===== src/rtl/acr_defs.vh =====
// acr_defs.vh: offsets, field positions, reset values and frame sizes
// for the converter configuration register bank.
// assumes: included by bare name from the files under rtl/.
`ifndef ACR_DEFS_VH
`define ACR_DEFS_VH

// ----------------------------------------------------------------------
// register offsets
// ----------------------------------------------------------------------
`define ACR_OFS_RST_RDBK 8'h00
`define ACR_OFS_CLK_DRV 8'h10
`define ACR_OFS_BUF_CUR 8'h11
`define ACR_OFS_TERM 8'h12
`define ACR_OFS_OFS_HOLD 8'h13

// ----------------------------------------------------------------------
// writable bit masks, fixed-zero bits cleared
// ----------------------------------------------------------------------
`define ACR_MASK_RST_RDBK 8'h01
`define ACR_MASK_CLK_DRV 8'hC0
`define ACR_MASK_BUF_CUR 8'h3F
`define ACR_MASK_TERM 8'h3F
`define ACR_MASK_OFS_HOLD 8'h10

// ----------------------------------------------------------------------
// field positions
// ----------------------------------------------------------------------
`define ACR_BIT_RDBK 0
`define ACR_BIT_SW_RST 1
`define ACR_CLK_DRV_HI 7
`define ACR_CLK_DRV_LO 6
`define ACR_DAT_DRV_HI 1
`define ACR_DAT_DRV_LO 0
`define ACR_CUR_HI 3
`define ACR_CUR_LO 2
`define ACR_DBL_HI 5
`define ACR_DBL_LO 4
`define ACR_DTERM_HI 5
`define ACR_DTERM_LO 3
`define ACR_CTERM_HI 2
`define ACR_CTERM_LO 0
`define ACR_BIT_OFS_HOLD 4

// ----------------------------------------------------------------------
// reset values
// ----------------------------------------------------------------------
`define ACR_RST_VAL 8'h00

// ----------------------------------------------------------------------
// serial frame: 8 address bits then 8 data bits, msb first
// ----------------------------------------------------------------------
`define ACR_ADDR_BITS 8
`define ACR_FRAME_BITS 16

`endif


===== src/rtl/acr_cfg_regs.v =====
// acr_cfg_regs.v: serially programmed configuration register bank of a
// dual-channel converter, with decoded drive, current, termination and
// offset-hold controls for the analog and output logic.
// assumes: host drives sen_n_i, sclk_i, sdata_i synchronous to clk_i.
//
// Contract
// - Writing one to the software reset bit returns every register to default and the bit clears itself.
// - With readback off the serial output pin is driven to a fixed level, never floated.
// - With readback on the serial output pin shifts register contents out to the host.
// - Clock output drive field decodes 00 default, 01 weaker, 11 stronger, 10 maximum.
// - Data output drive field decodes 00 default, 01 weaker, 11 stronger, 10 maximum.
// - Current boost field doubles nothing, clock only, or data and clock; code 11 unused.
// - Data termination selects none, 300, 180, 110, 150, 100, 81, 60 ohms for 000 to 111.
// - Clock termination selects none, 300, 180, 110, 150, 100 ohms for 000 to 101.
// - Offset hold set stops estimation and keeps the last offset; cleared leaves it active.
// - With readback off one serial write updates every function in that register at once; with it on only the control register is written.
`timescale 1ns/1ps
`include "acr_defs.vh"

module acr_cfg_regs (
  input wire clk_i,
  input wire rst_i,
  input wire sen_n_i,
  input wire sclk_i,
  input wire sdata_i,
  output wire serial_out_pin_o,
  output reg soft_rst_pulse_o,
  output wire readback_en_o,
  output reg [1:0] clk_drive_level_o,
  output reg [1:0] data_drive_level_o,
  output reg [4:0] diff_buffer_base_current_o,
  output reg [5:0] clk_buf_current_o,
  output reg [5:0] data_buf_current_o,
  output reg [8:0] data_term_ohm_o,
  output reg [8:0] clk_term_ohm_o,
  output wire offset_hold_o,
  output wire offset_est_active_o
);

  // ----------------------------------------------------------------------
  // register state
  // ----------------------------------------------------------------------
  reg [7:0] rst_rdbk_ff;
  reg [7:0] clk_drv_ff;
  reg [7:0] buf_cur_ff;
  reg [7:0] term_ff;
  reg [7:0] ofs_hold_ff;
  reg [7:0] rd_data;
  wire [7:0] addr;
  wire [7:0] wdata;
  wire addr_valid;
  wire frame_done;
  wire rdbk = rst_rdbk_ff[`ACR_BIT_RDBK];

  acr_ser_if u_ser (
    .clk_i(clk_i),
    .rst_i(rst_i),
    .sen_n_i(sen_n_i),
    .sclk_i(sclk_i),
    .sdata_i(sdata_i),
    .rd_data_i(rd_data),
    .rd_en_i(rdbk),
    .addr_o(addr),
    .wdata_o(wdata),
    .addr_valid_o(addr_valid),
    .frame_done_o(frame_done),
    .serial_out_o(serial_out_pin_o)
  );

  // in readback mode only the control register stays writable, so the
  // host can always leave readback mode
  wire wr_ok = frame_done & (~rdbk | (addr == `ACR_OFS_RST_RDBK));
  wire sw_rst = wr_ok & (addr == `ACR_OFS_RST_RDBK) & wdata[`ACR_BIT_SW_RST];

  // ----------------------------------------------------------------------
  // register writes
  // ----------------------------------------------------------------------
  always @(posedge clk_i or posedge rst_i) begin
    if (rst_i) begin
      rst_rdbk_ff <= `ACR_RST_VAL;
      clk_drv_ff <= `ACR_RST_VAL;
      buf_cur_ff <= `ACR_RST_VAL;
      term_ff <= `ACR_RST_VAL;
      ofs_hold_ff <= `ACR_RST_VAL;
      soft_rst_pulse_o <= 1'b0;
    end else begin
      soft_rst_pulse_o <= sw_rst;
      if (sw_rst) begin
        // reset bit is never stored, so it reads back zero
        rst_rdbk_ff <= `ACR_RST_VAL;
        clk_drv_ff <= `ACR_RST_VAL;
        buf_cur_ff <= `ACR_RST_VAL;
        term_ff <= `ACR_RST_VAL;
        ofs_hold_ff <= `ACR_RST_VAL;
      end else if (wr_ok) begin
        // whole byte taken in one cycle fixed bits masked
        case (addr)
          `ACR_OFS_RST_RDBK: rst_rdbk_ff <= wdata & `ACR_MASK_RST_RDBK;
          `ACR_OFS_CLK_DRV: clk_drv_ff <= wdata & `ACR_MASK_CLK_DRV;
          `ACR_OFS_BUF_CUR: buf_cur_ff <= wdata & `ACR_MASK_BUF_CUR;
          `ACR_OFS_TERM: term_ff <= wdata & `ACR_MASK_TERM;
          `ACR_OFS_OFS_HOLD: ofs_hold_ff <= wdata & `ACR_MASK_OFS_HOLD;
          default: ;
        endcase
      end
    end
  end

  // ----------------------------------------------------------------------
  // readback mux
  // ----------------------------------------------------------------------
  always @* begin
    case (addr)
      `ACR_OFS_RST_RDBK: rd_data = rst_rdbk_ff;
      `ACR_OFS_CLK_DRV: rd_data = clk_drv_ff;
      `ACR_OFS_BUF_CUR: rd_data = buf_cur_ff;
      `ACR_OFS_TERM: rd_data = term_ff;
      `ACR_OFS_OFS_HOLD: rd_data = ofs_hold_ff;
      default: rd_data = 8'h00;
    endcase
  end

  assign readback_en_o = rdbk;
  assign offset_hold_o = ofs_hold_ff[`ACR_BIT_OFS_HOLD];
  assign offset_est_active_o = ~ofs_hold_ff[`ACR_BIT_OFS_HOLD];

  // ----------------------------------------------------------------------
  // decoders
  // ----------------------------------------------------------------------
  // drive level ordinal: 0 weaker, 1 default, 2 stronger, 3 maximum
  function [1:0] drv_level;
    input [1:0] code;
    begin
      case (code)
        2'h0: drv_level = 2'h1;
        2'h1: drv_level = 2'h0;
        2'h3: drv_level = 2'h2;
        default: drv_level = 2'h3;
      endcase
    end
  endfunction

  // termination in ohms, zero means none; unlisted codes give none
  function [8:0] term_ohm;
    input [2:0] code;
    begin
      case (code)
        3'h1: term_ohm = 9'h12C;
        3'h2: term_ohm = 9'h0B4;
        3'h3: term_ohm = 9'h06E;
        3'h4: term_ohm = 9'h096;
        3'h5: term_ohm = 9'h064;
        3'h6: term_ohm = 9'h051;
        3'h7: term_ohm = 9'h03C;
        default: term_ohm = 9'h000;
      endcase
    end
  endfunction

  always @* begin
    clk_drive_level_o = drv_level(clk_drv_ff[`ACR_CLK_DRV_HI:`ACR_CLK_DRV_LO]);
    data_drive_level_o = drv_level(buf_cur_ff[`ACR_DAT_DRV_HI:`ACR_DAT_DRV_LO]);
    // current in quarter milliamps
    case (buf_cur_ff[`ACR_CUR_HI:`ACR_CUR_LO])
      2'h0: diff_buffer_base_current_o = 5'h0E;
      2'h1: diff_buffer_base_current_o = 5'h0A;
      2'h2: diff_buffer_base_current_o = 5'h12;
      default: diff_buffer_base_current_o = 5'h07;
    endcase
    // unused boost code 11 falls back to base current
    clk_buf_current_o = {1'b0, diff_buffer_base_current_o};
    data_buf_current_o = {1'b0, diff_buffer_base_current_o};
    case (buf_cur_ff[`ACR_DBL_HI:`ACR_DBL_LO])
      2'h1: clk_buf_current_o = {diff_buffer_base_current_o, 1'b0};
      2'h2: begin
        clk_buf_current_o = {diff_buffer_base_current_o, 1'b0};
        data_buf_current_o = {diff_buffer_base_current_o, 1'b0};
      end
      default: ;
    endcase
    data_term_ohm_o = term_ohm(term_ff[`ACR_DTERM_HI:`ACR_DTERM_LO]);
    clk_term_ohm_o = term_ohm(term_ff[`ACR_CTERM_HI:`ACR_CTERM_LO]);
    if (term_ff[`ACR_CTERM_HI:`ACR_CTERM_LO] > 3'h5)
      clk_term_ohm_o = 9'h000;
  end

endmodule


===== src/rtl/acr_ser_if.v =====
// acr_ser_if.v: serial frame engine, shifts in address and data and
// shifts register contents out on the readback pin.
// assumes: serial pins already synchronous to clk_i.
`timescale 1ns/1ps
`include "acr_defs.vh"

module acr_ser_if (
  input wire clk_i,
  input wire rst_i,
  input wire sen_n_i,
  input wire sclk_i,
  input wire sdata_i,
  input wire [7:0] rd_data_i,
  input wire rd_en_i,
  output wire [7:0] addr_o,
  output reg [7:0] wdata_o,
  output reg addr_valid_o,
  output reg frame_done_o,
  output wire serial_out_o
);

  reg sclk_ff;
  reg [4:0] cnt_ff;
  reg [15:0] sh_in_ff;
  reg [7:0] sh_out_ff;
  reg [7:0] addr_ff;
  wire rise = sclk_i & ~sclk_ff & ~sen_n_i;
  wire fall = ~sclk_i & sclk_ff & ~sen_n_i;
  wire [15:0] nxt_sh_in = {sh_in_ff[14:0], sdata_i};

  // address latched after bit 8; the shifter holds the data byte at frame end
  assign addr_o = addr_ff;
  // low, never floating, while readback is off
  assign serial_out_o = rd_en_i & sh_out_ff[7];

  // ----------------------------------------------------------------------
  // shift engine
  // ----------------------------------------------------------------------
  always @(posedge clk_i or posedge rst_i) begin
    if (rst_i) begin
      sclk_ff <= 1'b0;
      cnt_ff <= 5'h00;
      sh_in_ff <= 16'h0000;
      sh_out_ff <= 8'h00;
      addr_ff <= 8'h00;
      wdata_o <= 8'h00;
      addr_valid_o <= 1'b0;
      frame_done_o <= 1'b0;
    end else begin
      sclk_ff <= sclk_i;
      addr_valid_o <= 1'b0;
      frame_done_o <= 1'b0;
      if (sen_n_i) begin
        // frame abandoned early leaves registers untouched
        cnt_ff <= 5'h00;
      end else if (rise && cnt_ff < `ACR_FRAME_BITS) begin
        sh_in_ff <= nxt_sh_in;
        cnt_ff <= cnt_ff + 5'h01;
        if (cnt_ff == `ACR_ADDR_BITS - 1) begin
          addr_ff <= nxt_sh_in[7:0];
          addr_valid_o <= 1'b1;
        end
        if (cnt_ff == `ACR_FRAME_BITS - 1) begin
          wdata_o <= nxt_sh_in[7:0];
          frame_done_o <= 1'b1;
        end
      end
      if (addr_valid_o) begin
        // register contents loaded once the address is known
        sh_out_ff <= rd_data_i;
      end else if (fall && cnt_ff > `ACR_ADDR_BITS) begin
        sh_out_ff <= {sh_out_ff[6:0], 1'b0};
      end
    end
  end

endmodule


===== config.mk =====
export PLATFORM = sky130hd
export DESIGN_NAME = acr_cfg_regs
export DESIGN_NICKNAME = d
export VERILOG_FILES = /design/src/rtl/acr_cfg_regs.v /design/src/rtl/acr_ser_if.v
export VERILOG_INCLUDE_DIRS = /design/src /design/src/rtl
export SDC_FILE = /design/constraint.sdc
export NUM_CORES = 1
export LEC_CHECK = 0
export ABC_CLOCK_PERIOD_IN_PS = 2250
export BUFFER_PORTS_ARGS = -buffer_cell sky130_fd_sc_hd__clkbuf_2
export CORE_ASPECT_RATIO = 1.5
export CORE_MARGIN = 5
export CORE_UTILIZATION = 37
export DETAILED_ROUTE_END_ITERATION = 10
export PLACE_DENSITY = 0.65
export SKIP_CTS_REPAIR_TIMING = 1
export SYNTH_ARGS = -nofsm -noshare
export SYNTH_HDL_FRONTEND = slang
export SYNTH_HIERARCHICAL = 1
export SYNTH_SLANG_ARGS = --single-unit
export TNS_END_PERCENT = 30

===== constraint.sdc =====
create_clock -name clk_i -period 2.25 [get_ports clk_i]
set_input_delay 0.45 -clock clk_i [delete_from_list [all_inputs] [get_ports clk_i]]
set_output_delay 0.45 -clock clk_i [all_outputs]
set_load 0.005 [all_outputs]

==> flow_summary.ini, run 1 <==
[run_status]
status = finished, final reports clean

[synth]
synth_edf_count = 0
synth_fa_ha_area_share_pct = 3.37
ys_ff_latch = 56
synth_top_area_share_pct = 47.2
synth_top_family_by_area = simple AND/OR/NAND/NOR gates
synthTopCellsByArea = dfrtp_1, mux2_2, mux2i_1, nor2_1, ha_1
synth_nets = 300
synthSimpleGateAreaFrac_pct = 19.3
synthDistinctLibCells = 42
synth_cells = 287
synth_area_um2 = 2970
synth_seq_area_share_pct = 47.2
synth.mux.area_fraction_pct = 14.6
synthTopCellsByCount = dfrtp_1, nor2_1, mux2_2
yosys.area.top_type = dfrtp_1
synth-xor-area-share_pct = 0.885
yosys_warnings = 6
yosysMostFrequentCell = dfrtp_1
synth-async-reset-ratio_pct = 100
ys.flop_type = dfrtp_1
synth_area_per_cell_um2 = 10.3
synth_compound_area_share_pct = 9.73

[sta]
rsz0062_at_grt = false
period_minus_slack_ns = 2.11
fmax_mhz = 473
tightestPinTransition_ns = 0.653
tns_ns = 0
setup_viol = 0
clock_skew_ns = 0.00631
final-hold-violation-count = 0
slew_viol_final = 0
setup_ws_ns = 0.135
finalCritPeriodShare_pct = 94.0
relSlewSlack_pct = 56.4

[floorplan]
die_y_um = 120
boundaryPins = 49
design.die.area_um2 = 9960
die_x_um = 83.2
rows = 40
core_um2 = 7910
initial_utilization_pct = 37.6

[clock_tree]
h-tree-depth = 2
clk_pin_slew_ns = 0.07
cts_sinks = 56
clock_latency_ns = 0.30
cts_root_buf = clkbuf_16
ctsLongestPathBuffers = 2
numCtsBuffers = 5
cts_tree = built

[critical_path]
crit_chain = ha_1 > or2_2 > inv_1 > nand2_1 > o21ai_0 > clkbuf_2
rr_startpoint = u_ser/addr_o[0]
arrival_ns = 1.66
end_kind = output pin
r2r_end = buf_cur_ff[0]
worst_setup_path_start_kind = register
path_class = register to output pin
slowest_stage = dfrtp_1
critPathMaxFanout = 6
r2r_slack_ns = 0.45
cp.required_ns = 1.80
r2r_cells = 4
cp_slowest_stage_delay_ns = 0.44

[placed_design]
pre_cts_ws_ns = 0.342
gp_congestion = 0.844
place_area_um2 = 3290
dp_hpwl_um = 4960
placedCellCount = 427
numPortBuffers = 46

[route]
drt_iter0_drc = 140
drcViolationCount = 0
finalWirelength_um = 6420
vias = 2211
antenna_left = 0
wl_per_cell_um = 14.8
viasPerCell = 5.08
drtPass1Iterations = 4

[global_route]
track_usage_pct = 13.3
grt_pass1_vias = 2116
grt_pass1_wl_um = 10600
antenna_found_initial = 0
grt_max_degree = 40
grt_overflow = 0

[cells_and_area]
fin_util_pct = 43.7
multi_input_area_um2 = 1430
n_antenna_cell = 0
stdcell_area_um2 = 3450
fin_nets = 342
regArea_um2 = 1400
fillers = 786
layout.cells.non_filler = 435
area_growth_pct = 16.3
layout-drive-gt1-share_pct = 28.2

[pwr]
power_density_nw_per_um2 = 621
vdd_drop_max_mv = 0.266
leakage_nw = 1.79

[run]
maxCapViolations = 0

[hold_path]
hold_path_class = input pin to asynchronous set/reset pin
layer usage:
metal | part of all wire [%] | routed length [um] | track usage [%] | vias up
met3 | 5.5 | 354 | 3.91 | 15
met4 | 3.3 | 211 | 6.44 | 0
met1 | 38 | 2420 | 13.9 | 1070
met2 | 54 | 3440 | 23.9 | 58
li1 | - | - | - | 1068
met5 | 0 | 0 | 0 | -
kinds of logic after synthesis:
logic type | after synthesis
compound gates | 49
fa+ha+maj | 8
simple gates | 96
buf+inv | 33
mux | 40
xor+xnor | 3
flops | 56
other cells | 2
critical path: cells and delay by family (launching register included):
family | cells | cell delay (ns)
buf+inv | 2 | 0.23
flops | 1 | 0.44
fa+ha+maj | 1 | 0.25
compound gates | 1 | 0.08
simple gates | 2 | 0.37
flip-flops by register name, summed over array words and instances (netlist names):
name and count:
buf_cur_ff 6, u_ser/wdata_o 8, clk_drv_ff 2, u_ser/cnt_ff 5, u_ser/sh_out_ff 8, u_ser/sclk_ff 1, rst_rdbk_ff 1, u_ser/addr_o 8
u_ser/addr_valid_o 1, ofs_hold_ff 1, u_ser/sh_in_ff 7, soft_rst_pulse_o 1, u_ser/frame_done_o 1, term_ff 6
metrics by stage:
stage	power [W]	hold slack (ns)
2_1_floorplan	0.00123	0.376
3_3_place_gp	0.00129	0.493
3_5_place_dp	0.00129	0.494
4_1_cts	0.00217	0.237
5_1_grt	0.00222	0.290
6_report	0.00215	0.224
worst max path at each step:
stage / start / end / slack, ns / cells past startpoint
6_report: buf_cur_ff[3] / clk_buf_current_o[3] / 0.14 / 6
5_1_grt: buf_cur_ff[2] / clk_buf_current_o[3] / 0.001 / 6
4_1_cts: buf_cur_ff[3] / clk_buf_current_o[3] / 0.12 / 6
3_5_place_dp: sen_n_i / u_ser/addr_o[5] / 0.34 / 5
3_3_place_gp: sen_n_i / u_ser/addr_o[4] / 0.38 / 5
2_1_floorplan: sen_n_i / u_ser/addr_o[0] / 0.57 / 4
power by group:
group	switching (W)	total [W]	leakage [nW]	internal (W)
Combinational	0.0000570	0.000117	0.951	0.0000597
Sequential	0.0000711	0.00115	0.759	0.00107
Clock	0.000360	0.000883	0.0798	0.000523
Total	0.000488	0.00215	1.79	0.00166
cell usage in the layout, fill, tap and decap left out, types with 3 or more instances in the layout:
master,netlist,layout
a21oi_1,9,9
a22oi_1,6,6
a31oi_1,7,7
and2_1,6,6
buf_4,2,3
clkbuf_16,0,5
clkbuf_2,0,46
dfrtp_1,56,56
ha_1,8,8
inv_1,18,18
mux2_2,26,26
mux2i_1,14,14
nand2_1,15,15
nand2b_1,6,6
nand3b_1,3,3
nand4_1,3,3
nor2_1,28,28
nor2b_1,15,15
nor3_1,4,4
o21ai_0,19,19
layout make-up:
type                            count  share of cell area [%]
Inverter                           19                    2.07
Timing Repair Buffer               49                    7.32
Multi-Input combinational cell    198                    41.4
Clock buffer                        5                    3.62
Tap cell                          105                    3.80
Clock inverter                      3                    1.23
Sequential cell                    56                    40.6
Note: power is estimated with default switching activity, not from simulation.
==> run 2: changes to the inputs <==
--- a/config.mk
+++ b/config.mk
@@ -6,7 +6,7 @@
 export SDC_FILE = /design/constraint.sdc
 export NUM_CORES = 1
 export LEC_CHECK = 0
-export ABC_CLOCK_PERIOD_IN_PS = 2250
+export ABC_CLOCK_PERIOD_IN_PS = 2450
 export BUFFER_PORTS_ARGS = -buffer_cell sky130_fd_sc_hd__clkbuf_2
 export CORE_ASPECT_RATIO = 1.5
 export CORE_MARGIN = 5
==> constraint.sdc (replaced) <==
create_clock -name clk_i -period 2.45 [get_ports clk_i]
set_input_delay 0.49 -clock clk_i [delete_from_list [all_inputs] [get_ports clk_i]]
set_output_delay 0.49 -clock clk_i [all_outputs]
set_load 0.005 [all_outputs]
==> run 2 against run 1 <==
Clock skew barely moved. Sequential share of layout area barely moved. Register-to-register slack improved by 0.13 ns. Critical path depth did not move. Sequential power fell by 9%. Combinational power fell by 7%. Clock power fell by 10%. Global-route usage barely moved. Critical path type unchanged. Largest cell class unchanged.
==> flow_summary.ini, run 2 (same netlist as run 1, synthesis figures left out) <==
[run_status]
status = finished, final reports clean

[route]
viasPerCell = 5.07
drcViolationCount = 0
vias = 2206
drt_iter0_drc = 104
finalWirelength_um = 6370
wl_per_cell_um = 14.6
drtPass1Iterations = 4
antenna_left = 0

[sta]
slew_viol_final = 0
relSlewSlack_pct = 57.2
clock_skew_ns = 0.00661
tns_ns = 0
finalCritPeriodShare_pct = 87.7
hold_slack_ns = 0.263
final-hold-violation-count = 0
setup_viol = 0
tightestPinTransition_ns = 0.641
fmax_mhz = 465
period_minus_slack_ns = 2.15
rsz0062_at_grt = false

[critical_path]
crit_path_start = buf_cur_ff[3]
critPathMaxFanout = 6
critPathTopFamily = flip-flops
cp_slowest_stage_delay_ns = 0.44
worst_setup_path_start_kind = register
arrival_ns = 1.66
cp.required_ns = 1.96
crit_chain = ha_1 > or2_2 > inv_1 > nand2_1 > o21ai_0 > clkbuf_2
slowest_stage = dfrtp_1
end_kind = output pin
path_class = register to output pin
r2r_slack_ns = 0.58
rr_startpoint = u_ser/addr_o[3]
worst-path-buf-inv = 2

[pwr]
power_density_nw_per_um2 = 568
seq_power_share_pct = 53.9
power_switching_w = 0.000435
swShare_pct = 22.2
pwr-share-comb_pct = 5.5
intPower_w = 0.00152
leakage_nw = 1.79
p_clk_share_pct = 40.6
vdd_drop_max_mv = 0.229

[placed_design]
numPortBuffers = 46
dp_hpwl_um = 4890
gp_congestion = 0.839

[floorplan]
rows = 40
boundaryPins = 49
core_um2 = 7910
die_y_um = 120
initial_utilization_pct = 37.6
die_x_um = 83.2
design.die.area_um2 = 9960

[cells_and_area]
final_common_cell = dfrtp_1
layout-drive-gt1-share_pct = 27.9
regArea_um2 = 1400
fillers = 761
fin_nets = 342
area_growth_pct = 16.1
multi_input_area_um2 = 1430
n_antenna_cell = 0
final_cell_mix = dfrtp_1, clkbuf_2, nor2_1

[clock_tree]
cts_sinks = 56
numCtsBuffers = 5
clk_pin_slew_ns = 0.07
ctsLongestPathBuffers = 2
clock_latency_ns = 0.30
h-tree-depth = 2
cts_tree = built
cts_root_buf = clkbuf_16

[global_route]
antenna_found_initial = 0
grt_overflow = 0
grt_pass1_wl_um = 10500
track_usage_pct = 13.3
grt_max_degree = 40
grt_pass1_vias = 2139

[run]
maxCapViolations = 0

[hold_path]
hold_path_class = input pin to asynchronous set/reset pin
-- run 2: power by group through the flow --
stage	clock (W)	combinational [W]	sequential, W
floorplan	0	0.0000894	0.00104
global placement	0	0.000108	0.00107
detailed placement	0	0.000112	0.00107
CTS	0.000817	0.000112	0.00106
global route	0.000853	0.000121	0.00106
finish	0.000795	0.000109	0.00105
-- run 2: cell type report --
| cell class | instances | share of cell area, % |
|---|---|---|
| timing repair buffer | 49 | 7.33 |
| inverter | 19 | 2.07 |
| tap | 105 | 3.81 |
| clock inverter | 2 | 1.02 |
| multi-input combinational | 198 | 41.4 |
| sequential | 56 | 40.6 |
| clock buffer | 6 | 3.74 |
-- run 2: routing by layer --
layer / vias up / share of wire [%] / global-route usage, %
met2: 62 / 52 / 23.3
met1: 1058 / 38 / 13.8
met4: 0 / 3.6 / 7.77
li1: 1070 / - / -
met3: 16 / 5.6 / 4.19
met5: - / 0 / 0
-- run 2: path summary, 6_finish.rpt --
| path | to | cells past startpoint |
|---|---|---|
| worst min-delay path | soft_rst_pulse_o | 2 |
| min in group clk_i | u_ser/sclk_ff | 1 |
| worst max-delay path | clk_buf_current_o[3] | 6 |
| max in group asynchronous | ofs_hold_ff[4] | 2 |
| worst min register to register | u_ser/wdata_o[7] | 1 |
| worst max register to register | clk_drv_ff[7] | 5 |
-- run 2: through the flow --
stage	area (um^2)	utilization [%]	power, W	std cells	worst slack (ns)
floorplan	2970	-	0.00113	287	0.728
detailed placement	3290	41.6	0.00119	427	0.486
global route	3450	43.6	0.00204	435	0.155
finish	3450	43.6	0.00196	435	0.302
CTS	3450	43.6	0.00198	435	0.282
global placement	3290	41.6	0.00118	427	0.538
-- run 2: worst register-to-register path: cells and delay by family, from the launching register on --
family / cells / cell delay (ns)
flops: 1 / 0.39
simple gates: 3 / 1.01
buf+inv: 1 / 0.25
compound gates: 1 / 0.10
==> run 3: changes to the inputs <==
--- a/config.mk
+++ b/config.mk
@@ -8,11 +8,13 @@
 export LEC_CHECK = 0
 export ABC_CLOCK_PERIOD_IN_PS = 2450
 export BUFFER_PORTS_ARGS = -buffer_cell sky130_fd_sc_hd__clkbuf_2
+export CELL_PAD_IN_SITES_DETAIL_PLACEMENT = 1
+export CELL_PAD_IN_SITES_GLOBAL_PLACEMENT = 1
 export CORE_ASPECT_RATIO = 1.5
 export CORE_MARGIN = 5
 export CORE_UTILIZATION = 37
 export DETAILED_ROUTE_END_ITERATION = 10
-export PLACE_DENSITY = 0.65
+export PLACE_DENSITY = 0.78
 export SKIP_CTS_REPAIR_TIMING = 1
 export SYNTH_ARGS = -nofsm -noshare
 export SYNTH_HDL_FRONTEND = slang
==> run 3 against run 2 <==
Critical path type unchanged. Highest routed layer unchanged. Count of clock-buffer cells in the layout decreased by 1. Flip-flop and latch count did not move. Utilization rose by 0.21 points. Clock skew rose by 0.00055 ns. Largest power group unchanged. Non-clock buffer count rose by 1.
==> flow_summary.ini, run 3 (same netlist as run 1, synthesis figures left out) <==
[run_status]
status = finished, final reports clean

[pwr]
p_clk_share_pct = 41.5
swShare_pct = 22.9
intPower_w = 0.00153
power_density_nw_per_um2 = 572
pwr-share-comb_pct = 5.6
vdd_drop_max_mv = 0.254
seq_power_share_pct = 52.9
leakage_nw = 1.80
power_switching_w = 0.000453

[placed_design]
pre_cts_ws_ns = 0.434
place_area_um2 = 3290
gp_congestion = 0.859
numPortBuffers = 46
dp_hpwl_um = 5460
placedCellCount = 428

[route]
wl_per_cell_um = 16.6
drtPass1Iterations = 4
vias = 2281
finalWirelength_um = 7220
drcViolationCount = 0
viasPerCell = 5.23
drt_iter0_drc = 109
antenna_left = 0

[clock_tree]
cts_tree = built
h-tree-depth = 2
ctsLongestPathBuffers = 2
clock_latency_ns = 0.30
numCtsBuffers = 5
cts_root_buf = clkbuf_16
clk_pin_slew_ns = 0.07
cts_sinks = 56

[global_route]
grt_max_degree = 40
antenna_found_initial = 0
grt_overflow = 0
grt_pass1_wl_um = 12200
grt_pass1_vias = 2401
track_usage_pct = 15.2

[sta]
period_minus_slack_ns = 2.16
finalCritPeriodShare_pct = 88.3
rsz0062_at_grt = false
clock_skew_ns = 0.00715
final-hold-violation-count = 0
fmax_mhz = 462
relSlewSlack_pct = 54.5
setup_viol = 0
setup_ws_ns = 0.288
tightestPinTransition_ns = 0.682
slew_viol_final = 0
tns_ns = 0

[cells_and_area]
layout.cells.non_filler = 436
fillers = 939
final_cell_mix = dfrtp_1, clkbuf_2, nor2_1
area_growth_pct = 16.7
fin_util_pct = 43.8
stdcell_area_um2 = 3470
fin_nets = 343
final_common_cell = dfrtp_1
n_antenna_cell = 0
layout-drive-gt1-share_pct = 28.4

[critical_path]
critPathMaxFanout = 6
arrival_ns = 1.67
worst_setup_path_start_kind = register
path_class = register to output pin
cp.required_ns = 1.96
r2r_cells = 6
end_kind = output pin

[floorplan]
die_x_um = 83.2
die_y_um = 120
initial_utilization_pct = 37.6
rows = 40
boundaryPins = 49
design.die.area_um2 = 9960
core_um2 = 7910

[run]
maxCapViolations = 0

[hold_path]
hold_path_class = input pin to asynchronous set/reset pin
-- run 3: changes by cell type in the layout (fill, tap and decap cells not counted) --
| cell | previous run | this run |
|---|---|---|
| clkbuf_1 | 1 | 0 |
| clkinv_4 | 0 | 2 |
| clkinv_2 | 1 | 0 |
| buf_4 | 3 | 4 |
-- run 3: worst max-delay path, cell delays in order (launching register included) --
cell      delay [ns]
dfrtp_1         0.43
ha_1            0.27
or2_2           0.33
inv_1           0.09
nand2_1         0.05
o21ai_0         0.07
clkbuf_2        0.13
-- run 3: power groups by stage --
stage          Sequential (W)  Clock (W)  Combinational [W]
5_1_grt               0.00106   0.000874           0.000127
6_report              0.00105   0.000823           0.000111
3_5_place_dp          0.00107          0           0.000114
2_1_floorplan         0.00104          0          0.0000894
4_1_cts               0.00105   0.000847           0.000115
3_3_place_gp          0.00106          0           0.000107
-- run 3: layer usage --
metal	vias to the layer above	wire [um]	global-route usage, %
li1	1075	-	-
met1	1143	2650	16.4
met2	55	4130	29.1
met3	8	283	2.34
met4	0	156	6.34
met5	-	0	0
-- run 3: stage by stage --
step / total power [W] / hold WS [ns]
2_1_floorplan: 0.00113 / 0.416
3_3_place_gp: 0.00117 / 0.500
3_5_place_dp: 0.00118 / 0.505
4_1_cts: 0.00201 / 0.300
5_1_grt: 0.00206 / 0.322
6_report: 0.00198 / 0.287
-- run 3: cell type report --
class / count / area, um^2 / area share, %
Sequential cell: 56 / 1400 / 40.4
Timing Repair Buffer: 50 / 260 / 7.51
Clock buffer: 5 / 125 / 3.61
Multi-Input combinational cell: 198 / 1430 / 41.2
Tap cell: 105 / 131 / 3.79
Clock inverter: 3 / 47.5 / 1.37
Inverter: 19 / 71.3 / 2.06
-- run 3: path summary, 6_finish.rpt --
| path | slack, ns | start | to |
|---|---|---|---|
| setup / recovery | 0.29 | buf_cur_ff[2] | clk_buf_current_o[3] |
| setup reg to reg | 0.54 | u_ser/addr_o[0] | u_ser/sh_out_ff[0] |
| hold reg to reg | 0.52 | u_ser/wdata_o[6] | u_ser/wdata_o[6] |
| min in group clk_i | 0.33 | sclk_i | u_ser/sclk_ff |
| hold / removal | 0.29 | rst_i | clk_drv_ff[6] |
| max in group asynchronous | 1.73 | rst_i | term_ff[5] |
